[src/core/prvs_defines.svh]
`ifndef PRVS_DEFINES_SVH
`define PRVS_DEFINES_SVH

// Register index (byte offset = index * 4)
`define PRVS_IDX_ROM_BASE   2'h0
`define PRVS_IDX_IRQ_ROUTE  2'h1
`define PRVS_IDX_PAL_REDIR  2'h2

// Reset values
`define PRVS_RST_ROM_BASE   32'h00000000
`define PRVS_RST_IRQ_ROUTE  32'h00000100
`define PRVS_RST_PAL_REDIR  32'h81000002

// Field positions
`define PRVS_ROM_MSB_HI     31
`define PRVS_ROM_MSB_LO     18
`define PRVS_ROM_DE_BIT     0
`define PRVS_IRQ_PIN_VAL    8'h01
`define PRVS_IRQ_PIN_HI     15
`define PRVS_IRQ_PIN_LO     8
`define PRVS_IRQ_LINE_HI    7
`define PRVS_IRQ_LINE_LO    0
`define PRVS_PAL_VE_BIT     31
`define PRVS_PAL_DATA_HI    27
`define PRVS_PAL_DATA_LO    24
`define PRVS_PAL_ADDR_HI    7
`define PRVS_PAL_ADDR_LO    4
`define PRVS_PAL_MASK_HI    3
`define PRVS_PAL_MASK_LO    0

// Snooped I/O port addresses
`define PRVS_IO_PIX_MASK    16'h03c6
`define PRVS_IO_PIX_ADDR    16'h03c8
`define PRVS_IO_PIX_DATA    16'h03c9

`define PRVS_ZERO32         32'h00000000

`endif

[src/core/prvs_pkg.sv]
`default_nettype none
package prvs_pkg;
   typedef enum logic [1:0] {
      PRVS_SNOOP_NONE = 2'b00,
      PRVS_SNOOP_DATA = 2'b01,
      PRVS_SNOOP_ADDR = 2'b10,
      PRVS_SNOOP_MASK = 2'b11
   } prvs_snoop_t;
endpackage
`default_nettype wire

[src/core/prvs_snoop_decode.sv]
`timescale 1ns/1ns
`default_nettype none
`include "prvs_defines.svh"

module prvs_snoop_decode
   import prvs_pkg::*;
(
   // I/O write address
   input  wire logic [15:0] io_addr,
   // Result
   output logic [1:0]       hit_kind
);
   always_comb begin
      if (io_addr == `PRVS_IO_PIX_DATA) begin
         hit_kind = PRVS_SNOOP_DATA;
      end else if (io_addr == `PRVS_IO_PIX_ADDR) begin
         hit_kind = PRVS_SNOOP_ADDR;
      end else if (io_addr == `PRVS_IO_PIX_MASK) begin
         hit_kind = PRVS_SNOOP_MASK;
      end else begin
         hit_kind = PRVS_SNOOP_NONE;
      end
   end
endmodule // prvs_snoop_decode
`default_nettype wire

[src/core/prvs_regs.sv]
`timescale 1ns/1ns
`default_nettype none
`include "prvs_defines.svh"

module prvs_regs
   import prvs_pkg::*;
(
   // Clock and reset
   input  wire logic        sys_clk,
   input  wire logic        rst_b,
   // Configuration register port
   input  wire logic [1:0]  cfg_addr,
   input  wire logic [31:0] cfg_wdata,
   input  wire logic        cfg_wr,
   input  wire logic        cfg_rd,
   output logic [31:0]      cfg_rdata,
   // Command register bits held elsewhere
   input  wire logic        mem_space_en,
   input  wire logic        palette_snoop,
   // Memory access to check against the ROM window
   input  wire logic        mem_req,
   input  wire logic [31:0] mem_addr,
   output logic             rom_claim,
   // I/O write to snoop
   input  wire logic        io_wr,
   input  wire logic [15:0] io_addr,
   input  wire logic [31:0] io_wdata,
   output logic             io_claim,
   output logic             redir_valid,
   output logic [3:0]       redir_dest,
   output logic [7:0]       redir_data
);

   logic [13:0] rom_base_reg;
   logic        rom_decode_enable_reg;
   logic [7:0]  irq_line_reg;
   logic        palette_snoop_enable_reg;
   logic [3:0]  redir_data_f_reg;
   logic [3:0]  redir_addr_f_reg;
   logic [3:0]  redir_mask_f_reg;
   logic [31:0] rom_window_base;
   logic [31:0] interrupt_routing;
   logic [31:0] palette_redirect;
   logic [1:0]  hit_kind;
   logic        snoop_go;
   logic [3:0]  dest_sel;
   logic        wr_rom;
   logic        wr_irq;
   logic        wr_pal;

   // Register index match, shared by the write enables and the read mux
   function automatic logic reg_sel(input logic [1:0] addr, input logic [1:0] idx);
      return addr == idx;
   endfunction

   // Ones over bits hi down to lo; builds the live-bit masks below
   function automatic logic [31:0] field_mask(input int hi, input int lo);
      logic [31:0] m;
      m = `PRVS_ZERO32;
      for (int i = lo; i <= hi; i++) begin
         m[i] = 1'b1;
      end
      return m;
   endfunction

   function automatic int field_width(input int hi, input int lo);
      return hi - lo + 1;
   endfunction

   // Reset images held as typed constants so their fields can be selected
   localparam logic [31:0] ROM_RST_IMG = `PRVS_RST_ROM_BASE;
   localparam logic [31:0] IRQ_RST_IMG = `PRVS_RST_IRQ_ROUTE;
   localparam logic [31:0] PAL_RST_IMG = `PRVS_RST_PAL_REDIR;

   localparam logic [31:0] ROM_MSB_M  = field_mask(`PRVS_ROM_MSB_HI, `PRVS_ROM_MSB_LO);
   localparam logic [31:0] ROM_DE_M   = field_mask(`PRVS_ROM_DE_BIT, `PRVS_ROM_DE_BIT);
   localparam logic [31:0] IRQ_PIN_M  = field_mask(`PRVS_IRQ_PIN_HI, `PRVS_IRQ_PIN_LO);
   localparam logic [31:0] IRQ_LINE_M = field_mask(`PRVS_IRQ_LINE_HI, `PRVS_IRQ_LINE_LO);
   localparam logic [31:0] PAL_VE_M   = field_mask(`PRVS_PAL_VE_BIT, `PRVS_PAL_VE_BIT);
   localparam logic [31:0] PAL_DATA_M = field_mask(`PRVS_PAL_DATA_HI, `PRVS_PAL_DATA_LO);
   localparam logic [31:0] PAL_ADDR_M = field_mask(`PRVS_PAL_ADDR_HI, `PRVS_PAL_ADDR_LO);
   localparam logic [31:0] PAL_MASK_M = field_mask(`PRVS_PAL_MASK_HI, `PRVS_PAL_MASK_LO);
   localparam logic [31:0] PAL_REST_M = PAL_DATA_M | PAL_ADDR_M | PAL_MASK_M;

   localparam int          ROM_MSB_W  = field_width(`PRVS_ROM_MSB_HI, `PRVS_ROM_MSB_LO);
   localparam int          IRQ_LINE_W = field_width(`PRVS_IRQ_LINE_HI, `PRVS_IRQ_LINE_LO);
   localparam int          PAL_DATA_W = field_width(`PRVS_PAL_DATA_HI, `PRVS_PAL_DATA_LO);
   localparam int          PAL_ADDR_W = field_width(`PRVS_PAL_ADDR_HI, `PRVS_PAL_ADDR_LO);
   localparam int          PAL_MASK_W = field_width(`PRVS_PAL_MASK_HI, `PRVS_PAL_MASK_LO);

   // Elaboration checks: the layout in the defines must fit the storage here
   if (ROM_MSB_W != $bits(rom_base_reg)) begin : g_rom_width_chk
      $error("ROM base field width differs from its register");
   end
   if (IRQ_LINE_W != $bits(irq_line_reg)) begin : g_irq_width_chk
      $error("Interrupt line field width differs from its register");
   end
   if (PAL_DATA_W != $bits(redir_data_f_reg) || PAL_ADDR_W != $bits(redir_addr_f_reg)
       || PAL_MASK_W != $bits(redir_mask_f_reg)) begin : g_pal_width_chk
      $error("Redirect field width differs from its register");
   end
   if ((ROM_MSB_M & ROM_DE_M) != `PRVS_ZERO32 || (IRQ_PIN_M & IRQ_LINE_M) != `PRVS_ZERO32
       || (PAL_VE_M & PAL_REST_M) != `PRVS_ZERO32) begin : g_overlap_chk
      $error("Two register fields share a bit");
   end
   if ((PAL_DATA_M & PAL_ADDR_M) != `PRVS_ZERO32 || (PAL_DATA_M & PAL_MASK_M) != `PRVS_ZERO32
       || (PAL_ADDR_M & PAL_MASK_M) != `PRVS_ZERO32) begin : g_redir_overlap_chk
      $error("Two redirect fields share a bit");
   end
   // Reserved bits must reset to zero, or the read-as-zero promise breaks
   if ((ROM_RST_IMG & ~(ROM_MSB_M | ROM_DE_M)) != `PRVS_ZERO32) begin : g_rom_rst_chk
      $error("ROM base reset value sets a reserved bit");
   end
   if ((IRQ_RST_IMG & ~(IRQ_PIN_M | IRQ_LINE_M)) != `PRVS_ZERO32
       || IRQ_RST_IMG[`PRVS_IRQ_PIN_HI:`PRVS_IRQ_PIN_LO] != `PRVS_IRQ_PIN_VAL) begin : g_irq_chk
      $error("Interrupt reset value disagrees with its fixed pin field");
   end
   if ((PAL_RST_IMG & ~(PAL_VE_M | PAL_REST_M)) != `PRVS_ZERO32) begin : g_pal_rst_chk
      $error("Redirect reset value sets a reserved bit");
   end
   if (`PRVS_IDX_ROM_BASE == `PRVS_IDX_IRQ_ROUTE || `PRVS_IDX_ROM_BASE == `PRVS_IDX_PAL_REDIR
       || `PRVS_IDX_IRQ_ROUTE == `PRVS_IDX_PAL_REDIR) begin : g_index_chk
      $error("Two registers share one index");
   end

   assign wr_rom = cfg_wr && reg_sel(cfg_addr, `PRVS_IDX_ROM_BASE);
   assign wr_irq = cfg_wr && reg_sel(cfg_addr, `PRVS_IDX_IRQ_ROUTE);
   assign wr_pal = cfg_wr && reg_sel(cfg_addr, `PRVS_IDX_PAL_REDIR);

   // Read images; reserved bits come from constant zero, the fixed pin field from PRVS_IRQ_PIN_VAL
   always_comb begin
      rom_window_base = `PRVS_ZERO32;
      rom_window_base[`PRVS_ROM_MSB_HI:`PRVS_ROM_MSB_LO] = rom_base_reg;
      rom_window_base[`PRVS_ROM_DE_BIT] = rom_decode_enable_reg;
      interrupt_routing = `PRVS_ZERO32;
      interrupt_routing[`PRVS_IRQ_PIN_HI:`PRVS_IRQ_PIN_LO] = `PRVS_IRQ_PIN_VAL;
      interrupt_routing[`PRVS_IRQ_LINE_HI:`PRVS_IRQ_LINE_LO] = irq_line_reg;
      palette_redirect = `PRVS_ZERO32;
      palette_redirect[`PRVS_PAL_VE_BIT] = palette_snoop_enable_reg;
      palette_redirect[`PRVS_PAL_DATA_HI:`PRVS_PAL_DATA_LO] = redir_data_f_reg;
      palette_redirect[`PRVS_PAL_ADDR_HI:`PRVS_PAL_ADDR_LO] = redir_addr_f_reg;
      palette_redirect[`PRVS_PAL_MASK_HI:`PRVS_PAL_MASK_LO] = redir_mask_f_reg;
   end

   // ROM window base
   always_ff @(posedge sys_clk) begin
      if (!rst_b) begin
         rom_base_reg          <= ROM_RST_IMG[`PRVS_ROM_MSB_HI:`PRVS_ROM_MSB_LO];
         rom_decode_enable_reg <= ROM_RST_IMG[`PRVS_ROM_DE_BIT];
      end else if (wr_rom) begin
         rom_base_reg          <= cfg_wdata[`PRVS_ROM_MSB_HI:`PRVS_ROM_MSB_LO];
         rom_decode_enable_reg <= cfg_wdata[`PRVS_ROM_DE_BIT];
      end
   end

   // Interrupt line
   always_ff @(posedge sys_clk) begin
      if (!rst_b) begin
         irq_line_reg <= IRQ_RST_IMG[`PRVS_IRQ_LINE_HI:`PRVS_IRQ_LINE_LO];
      end else if (wr_irq) begin
         irq_line_reg <= cfg_wdata[`PRVS_IRQ_LINE_HI:`PRVS_IRQ_LINE_LO];
      end
   end

   // Palette redirect
   always_ff @(posedge sys_clk) begin
      if (!rst_b) begin
         palette_snoop_enable_reg <= PAL_RST_IMG[`PRVS_PAL_VE_BIT];
         redir_data_f_reg         <= PAL_RST_IMG[`PRVS_PAL_DATA_HI:`PRVS_PAL_DATA_LO];
         redir_addr_f_reg         <= PAL_RST_IMG[`PRVS_PAL_ADDR_HI:`PRVS_PAL_ADDR_LO];
         redir_mask_f_reg         <= PAL_RST_IMG[`PRVS_PAL_MASK_HI:`PRVS_PAL_MASK_LO];
      end else if (wr_pal) begin
         palette_snoop_enable_reg <= cfg_wdata[`PRVS_PAL_VE_BIT];
         redir_data_f_reg         <= cfg_wdata[`PRVS_PAL_DATA_HI:`PRVS_PAL_DATA_LO];
         redir_addr_f_reg         <= cfg_wdata[`PRVS_PAL_ADDR_HI:`PRVS_PAL_ADDR_LO];
         redir_mask_f_reg         <= cfg_wdata[`PRVS_PAL_MASK_HI:`PRVS_PAL_MASK_LO];
      end
   end

   // Read data stands one cycle after the strobe, zero otherwise
   always_ff @(posedge sys_clk) begin
      if (!rst_b) begin
         cfg_rdata <= `PRVS_ZERO32;
      end else if (cfg_rd) begin
         if (reg_sel(cfg_addr, `PRVS_IDX_ROM_BASE)) begin
            cfg_rdata <= rom_window_base;
         end else if (reg_sel(cfg_addr, `PRVS_IDX_IRQ_ROUTE)) begin
            cfg_rdata <= interrupt_routing;
         end else if (reg_sel(cfg_addr, `PRVS_IDX_PAL_REDIR)) begin
            cfg_rdata <= palette_redirect;
         end else begin
            cfg_rdata <= `PRVS_ZERO32;
         end
      end else begin
         cfg_rdata <= `PRVS_ZERO32;
      end
   end

   // ROM claim: upper 14 address bits match, window is 256KB
   always_ff @(posedge sys_clk) begin
      if (!rst_b) begin
         rom_claim <= 1'b0;
      end else begin
         rom_claim <= mem_req && rom_decode_enable_reg && mem_space_en
                      && (mem_addr[`PRVS_ROM_MSB_HI:`PRVS_ROM_MSB_LO] == rom_base_reg);
      end
   end

   prvs_snoop_decode u_decode (
      .io_addr  (io_addr),
      .hit_kind (hit_kind)
   );

   // Snoop only when both the enable and the command bit allow it
   assign snoop_go = io_wr && palette_snoop_enable_reg && palette_snoop
                     && (hit_kind != PRVS_SNOOP_NONE);

   always_comb begin
      case (hit_kind)
         PRVS_SNOOP_DATA: dest_sel = redir_data_f_reg;
         PRVS_SNOOP_ADDR: dest_sel = redir_addr_f_reg;
         PRVS_SNOOP_MASK: dest_sel = redir_mask_f_reg;
         default:         dest_sel = 4'h0;
      endcase
   end

   // Forwarded write, one-cycle pulse registered
   always_ff @(posedge sys_clk) begin
      if (!rst_b) begin
         io_claim    <= 1'b0;
         redir_valid <= 1'b0;
         redir_dest  <= 4'h0;
         redir_data  <= 8'h00;
      end else begin
         io_claim    <= snoop_go;
         redir_valid <= snoop_go;
         if (snoop_go) begin
            redir_dest <= dest_sel;
            redir_data <= io_wdata[7:0];
         end
      end
   end

endmodule // prvs_regs
`default_nettype wire

[config.mk]
export PLATFORM = sky130hd
export DESIGN_NAME = prvs_regs
export DESIGN_NICKNAME = d
export VERILOG_FILES = /design/src/core/prvs_pkg.sv /design/src/core/prvs_snoop_decode.sv /design/src/core/prvs_regs.sv
export VERILOG_INCLUDE_DIRS = /design/src /design/src/core
export SDC_FILE = /design/constraint.sdc
export NUM_CORES = 1
export LEC_CHECK = 0
export ABC_AREA = 1
export BUFFER_PORTS_ARGS = -buffer_cell sky130_fd_sc_hd__clkbuf_2
export CORE_MARGIN = 2
export CORE_UTILIZATION = 35
export DETAILED_ROUTE_END_ITERATION = 10
export GPL_TIMING_DRIVEN = 0
export PLACE_DENSITY_LB_ADDON = 0.2
export SETUP_SLACK_MARGIN = 0.5
export SLEW_MARGIN = 10
export SYNTH_ARGS = -nofsm -noshare
export SYNTH_HDL_FRONTEND = slang
export SYNTH_SLANG_ARGS = --single-unit
[constraint.sdc]
create_clock -name sys_clk -period 1 [get_ports sys_clk]
set_input_delay 0.05 -clock sys_clk [delete_from_list [all_inputs] [get_ports sys_clk]]
set_output_delay 0.05 -clock sys_clk [all_outputs]
set_load 0.03 [all_outputs]
==> impl_results.md <==
* Status: complete, but fails checks
* Failing checks: negative hold slack, negative setup slack
* Largest fanout on the critical path at 5
* Hold Vio Cnt, Final at 34
* DRC at 0
* Leading cell type in the layout, fill and taps excluded: clkbuf_2
* Flip-flop count of the largest register after layout at 23
* Startpoint class of the critical path: flip-flop
* TritonCTS clock tree: built
* Flops & latches, synth at 73
* IO Count at about 170
* Die ar. at 9520 um2
* WL/cell at between 10 and 15 um
* Area grow syn2layout at 76.1%
* R2R setup slack at -0.01 ns
* Post-DP HPWL at around 6200 um
* Total track usage at 19.1%
* Max stage delay on crit path at 0.32 ns
* N_diodes at 0
* Max stage delay cell, worst path: dfxtp_2
* Vias per cell at 4.67
* Sequential area share after synthesis at 47.7%
* Final Max Slew Viols at 0
* Synth unique cells at 26
* CP Buf/Inv Count at 2
* CTS root buf: clkbuf_8
* Crit path cell chain: inv_2, nor2_4, nand2_4, buf_6, nand2_2, nand2_1, nor2_1
* Req. time, crit path at 1.27 ns
* Final worst-path cycle share at 101%
* Final min period at between 1 and 1.5 ns
* Most frequent cells in the layout: 66 x clkbuf_2, 64 x dfxtp_2, 52 x nand2_1, 41 x nor2_1, 40 x buf_8
* Number of placement rows at 34
* Worst Clk Skew at 0.00956 ns
* Synth warn at 0
* H-tree levels at 3
* Post-Syn Instances at approximately 410
* Syn_area_per_cell at 7.45 um2
* Worst reg2reg path depth at 7
* WHS Path Cells at 3
* Hold WC Path Type: primary input to flip-flop
* First-pass GRT wire length at around 15,000 um
* Initial DRC count at 91
* Clk sink count at 73
* Nature of the critical path endpoint: flip-flop
* Clock tree buffer depth at 2
* # setup viols final at 4
* Worst VDD drop at 956 uV
* Max_cap viols at 0
* Power Dens Cells at 1180 nW/um2
* Final WL at roughly 9200 um
* Fmax at 0.986 GHz
* Pleak at 0.00239 uW
* GP Congestion at 0.776
* Vias in the first global route at 2,997
* ANT nets after route at 0
* Unrepaired setup endpoints after global routing: yes
* Layout cells sized above 1 at between 60% and 70%
* Initial Util at 35.6%
* TNS Setup at -0.0413 ns
* Fin Hold WS at -0.0574 ns
* PortBufs at between 100 and 150
* 1st-pass router iterations at 4
* Critical path type: flip-flop to flip-flop
* Detailed-route via count at 3,154
* Congestion Overflow GR at 0
* Die height at 97.6 um
* Initial antenna violation count at 0
* Core Region at between 8000 and 9000 um2
* Clock slew at reported path FFs at 0.07 ns
* Setup ws final at -0.0138 ns
* Layout Nets at around 690
* Arrival time worst endpoint at 1.29 ns
* Cell area after synthesis at 3060 um2
* Largest net degree at the start of global routing at 13
* Clk_lat worst skew at roughly 0.35 ns
* Die Wd at about 98 um
* TritonCTS Buffers at 9
* Crit path depth at 7
* Crit path max-delay family: simple AND/OR/NAND/NOR gates
* Fin util at between 60 and 70%
-- tightest hold or removal path, cell delays in order --
cell and delay, ns:
clkbuf_2 0.08, nor2_1 0.03, nor2_1 0.09
-- final cells by class --
type / count / area [um2]
Fill cell: 684 / 3200
Timing Repair Buffer: 133 / 1260
Multi-Input combinational cell: 268 / 1750
Tap cell: 108 / 135
Inverter: 55 / 241
Buffer: 23 / 243
Sequential cell: 73 / 1570
Clock buffer: 11 / 141
Clock inverter: 5 / 55.1
-- path summary, 6_finish.rpt --
kind | from | endpoint
min reg2reg | rom_base_reg[12] | cfg_rdata[30]
min | io_wdata[4] | redir_data[4]
max | palette_snoop_enable_reg | redir_data[4]
max reg2reg | palette_snoop_enable_reg | redir_data[4]
-- power breakdown --
| group | internal (uW) | total (uW) | switching (uW) |
|---|---|---|---|
| combinational | 451 | 991 | 540 |
| clock | 1210 | 2340 | 1120 |
| sequential | 2990 | 3060 | 65.2 |
| total | 4660 | 6380 | 1730 |
-- timing repair --
action | CTS | global route
endpoints found under the setup margin | 110 | 110
pin swaps | 50 | 25
hold endpoints to repair | 42 | 31
resized for setup | 225 | 99
gates cloned | 4 | 0
setup buffers | 16 | 6
-- cells in the mapped netlist --
library cell | number | area [um2]
nand2_1 | 72 | 270
nor2_1 | 63 | 236
nor2_2 | 3 | 18.8
inv_2 | 10 | 37.5
o211ai_1 | 2 | 15.0
nand3_1 | 25 | 125
a21oi_2 | 6 | 52.6
xor2_1 | 2 | 17.5
buf_4 | 10 | 75.1
buf_6 | 2 | 22.5
dfxtp_1 | 73 | 1460
o21ai_0 | 19 | 95.1
o22ai_1 | 5 | 31.3
nor2_4 | 3 | 33.8
inv_1 | 45 | 169
a21oi_1 | 24 | 120
buf_2 | 5 | 25.0
nor2_8 | 1 | 20.0
nor3_1 | 3 | 15.0
conb_1 | 1 | 3.75
o221ai_1 | 1 | 8.76
nand4_1 | 7 | 43.8
o21ai_1 | 15 | 75.1
xnor2_1 | 7 | 61.3
clkbuf_1 | 6 | 22.5
nand2_2 | 1 | 6.26
-- per-layer routing --
| layer | vias to the layer above | part of all wire, % | track usage (%) |
|---|---|---|---|
| met4 | 0 | 1.6 | 5.98 |
| met1 | 1448 | 43 | 24.8 |
| met3 | 13 | 5.0 | 3.60 |
| met5 | - | 0 | 0 |
| met2 | 93 | 50 | 32.1 |
| li1 | 1600 | - | - |
-- through the flow --
| stage | cell area, um2 | worst slack (ns) | hold slack (ns) | cells | total power (uW) |
|---|---|---|---|---|---|
| final | 5390 | -0.0138 | -0.0574 | 676 | 6380 |
| after detailed placement | 3960 | -0.277 | 0.285 | 634 | 3800 |
| after floorplan | 3280 | 0.0548 | 0.176 | 419 | 3520 |
| after global placement | 3960 | -0.250 | 0.276 | 634 | 3790 |
| after CTS | 5080 | -0.000790 | -0.0681 | 670 | 6340 |
| after global routing | 5390 | -0.0720 | -0.0618 | 676 | 6650 |
-- logic make-up (layout without fill, tap and decap cells) --
family | Yosys count | count (layout) | synth area share (%)
flip-flops | 73 | 73 | 47.7
XOR/XNOR | 9 | 9 | 2.57
AND/OR/NAND/NOR | 178 | 178 | 25.1
AO/OA/AOI/OAI | 72 | 72 | 13.0
other | 1 | 9 | 0.122
buffers and inverters | 78 | 227 | 11.5
(Power assumes the default switching activity.)
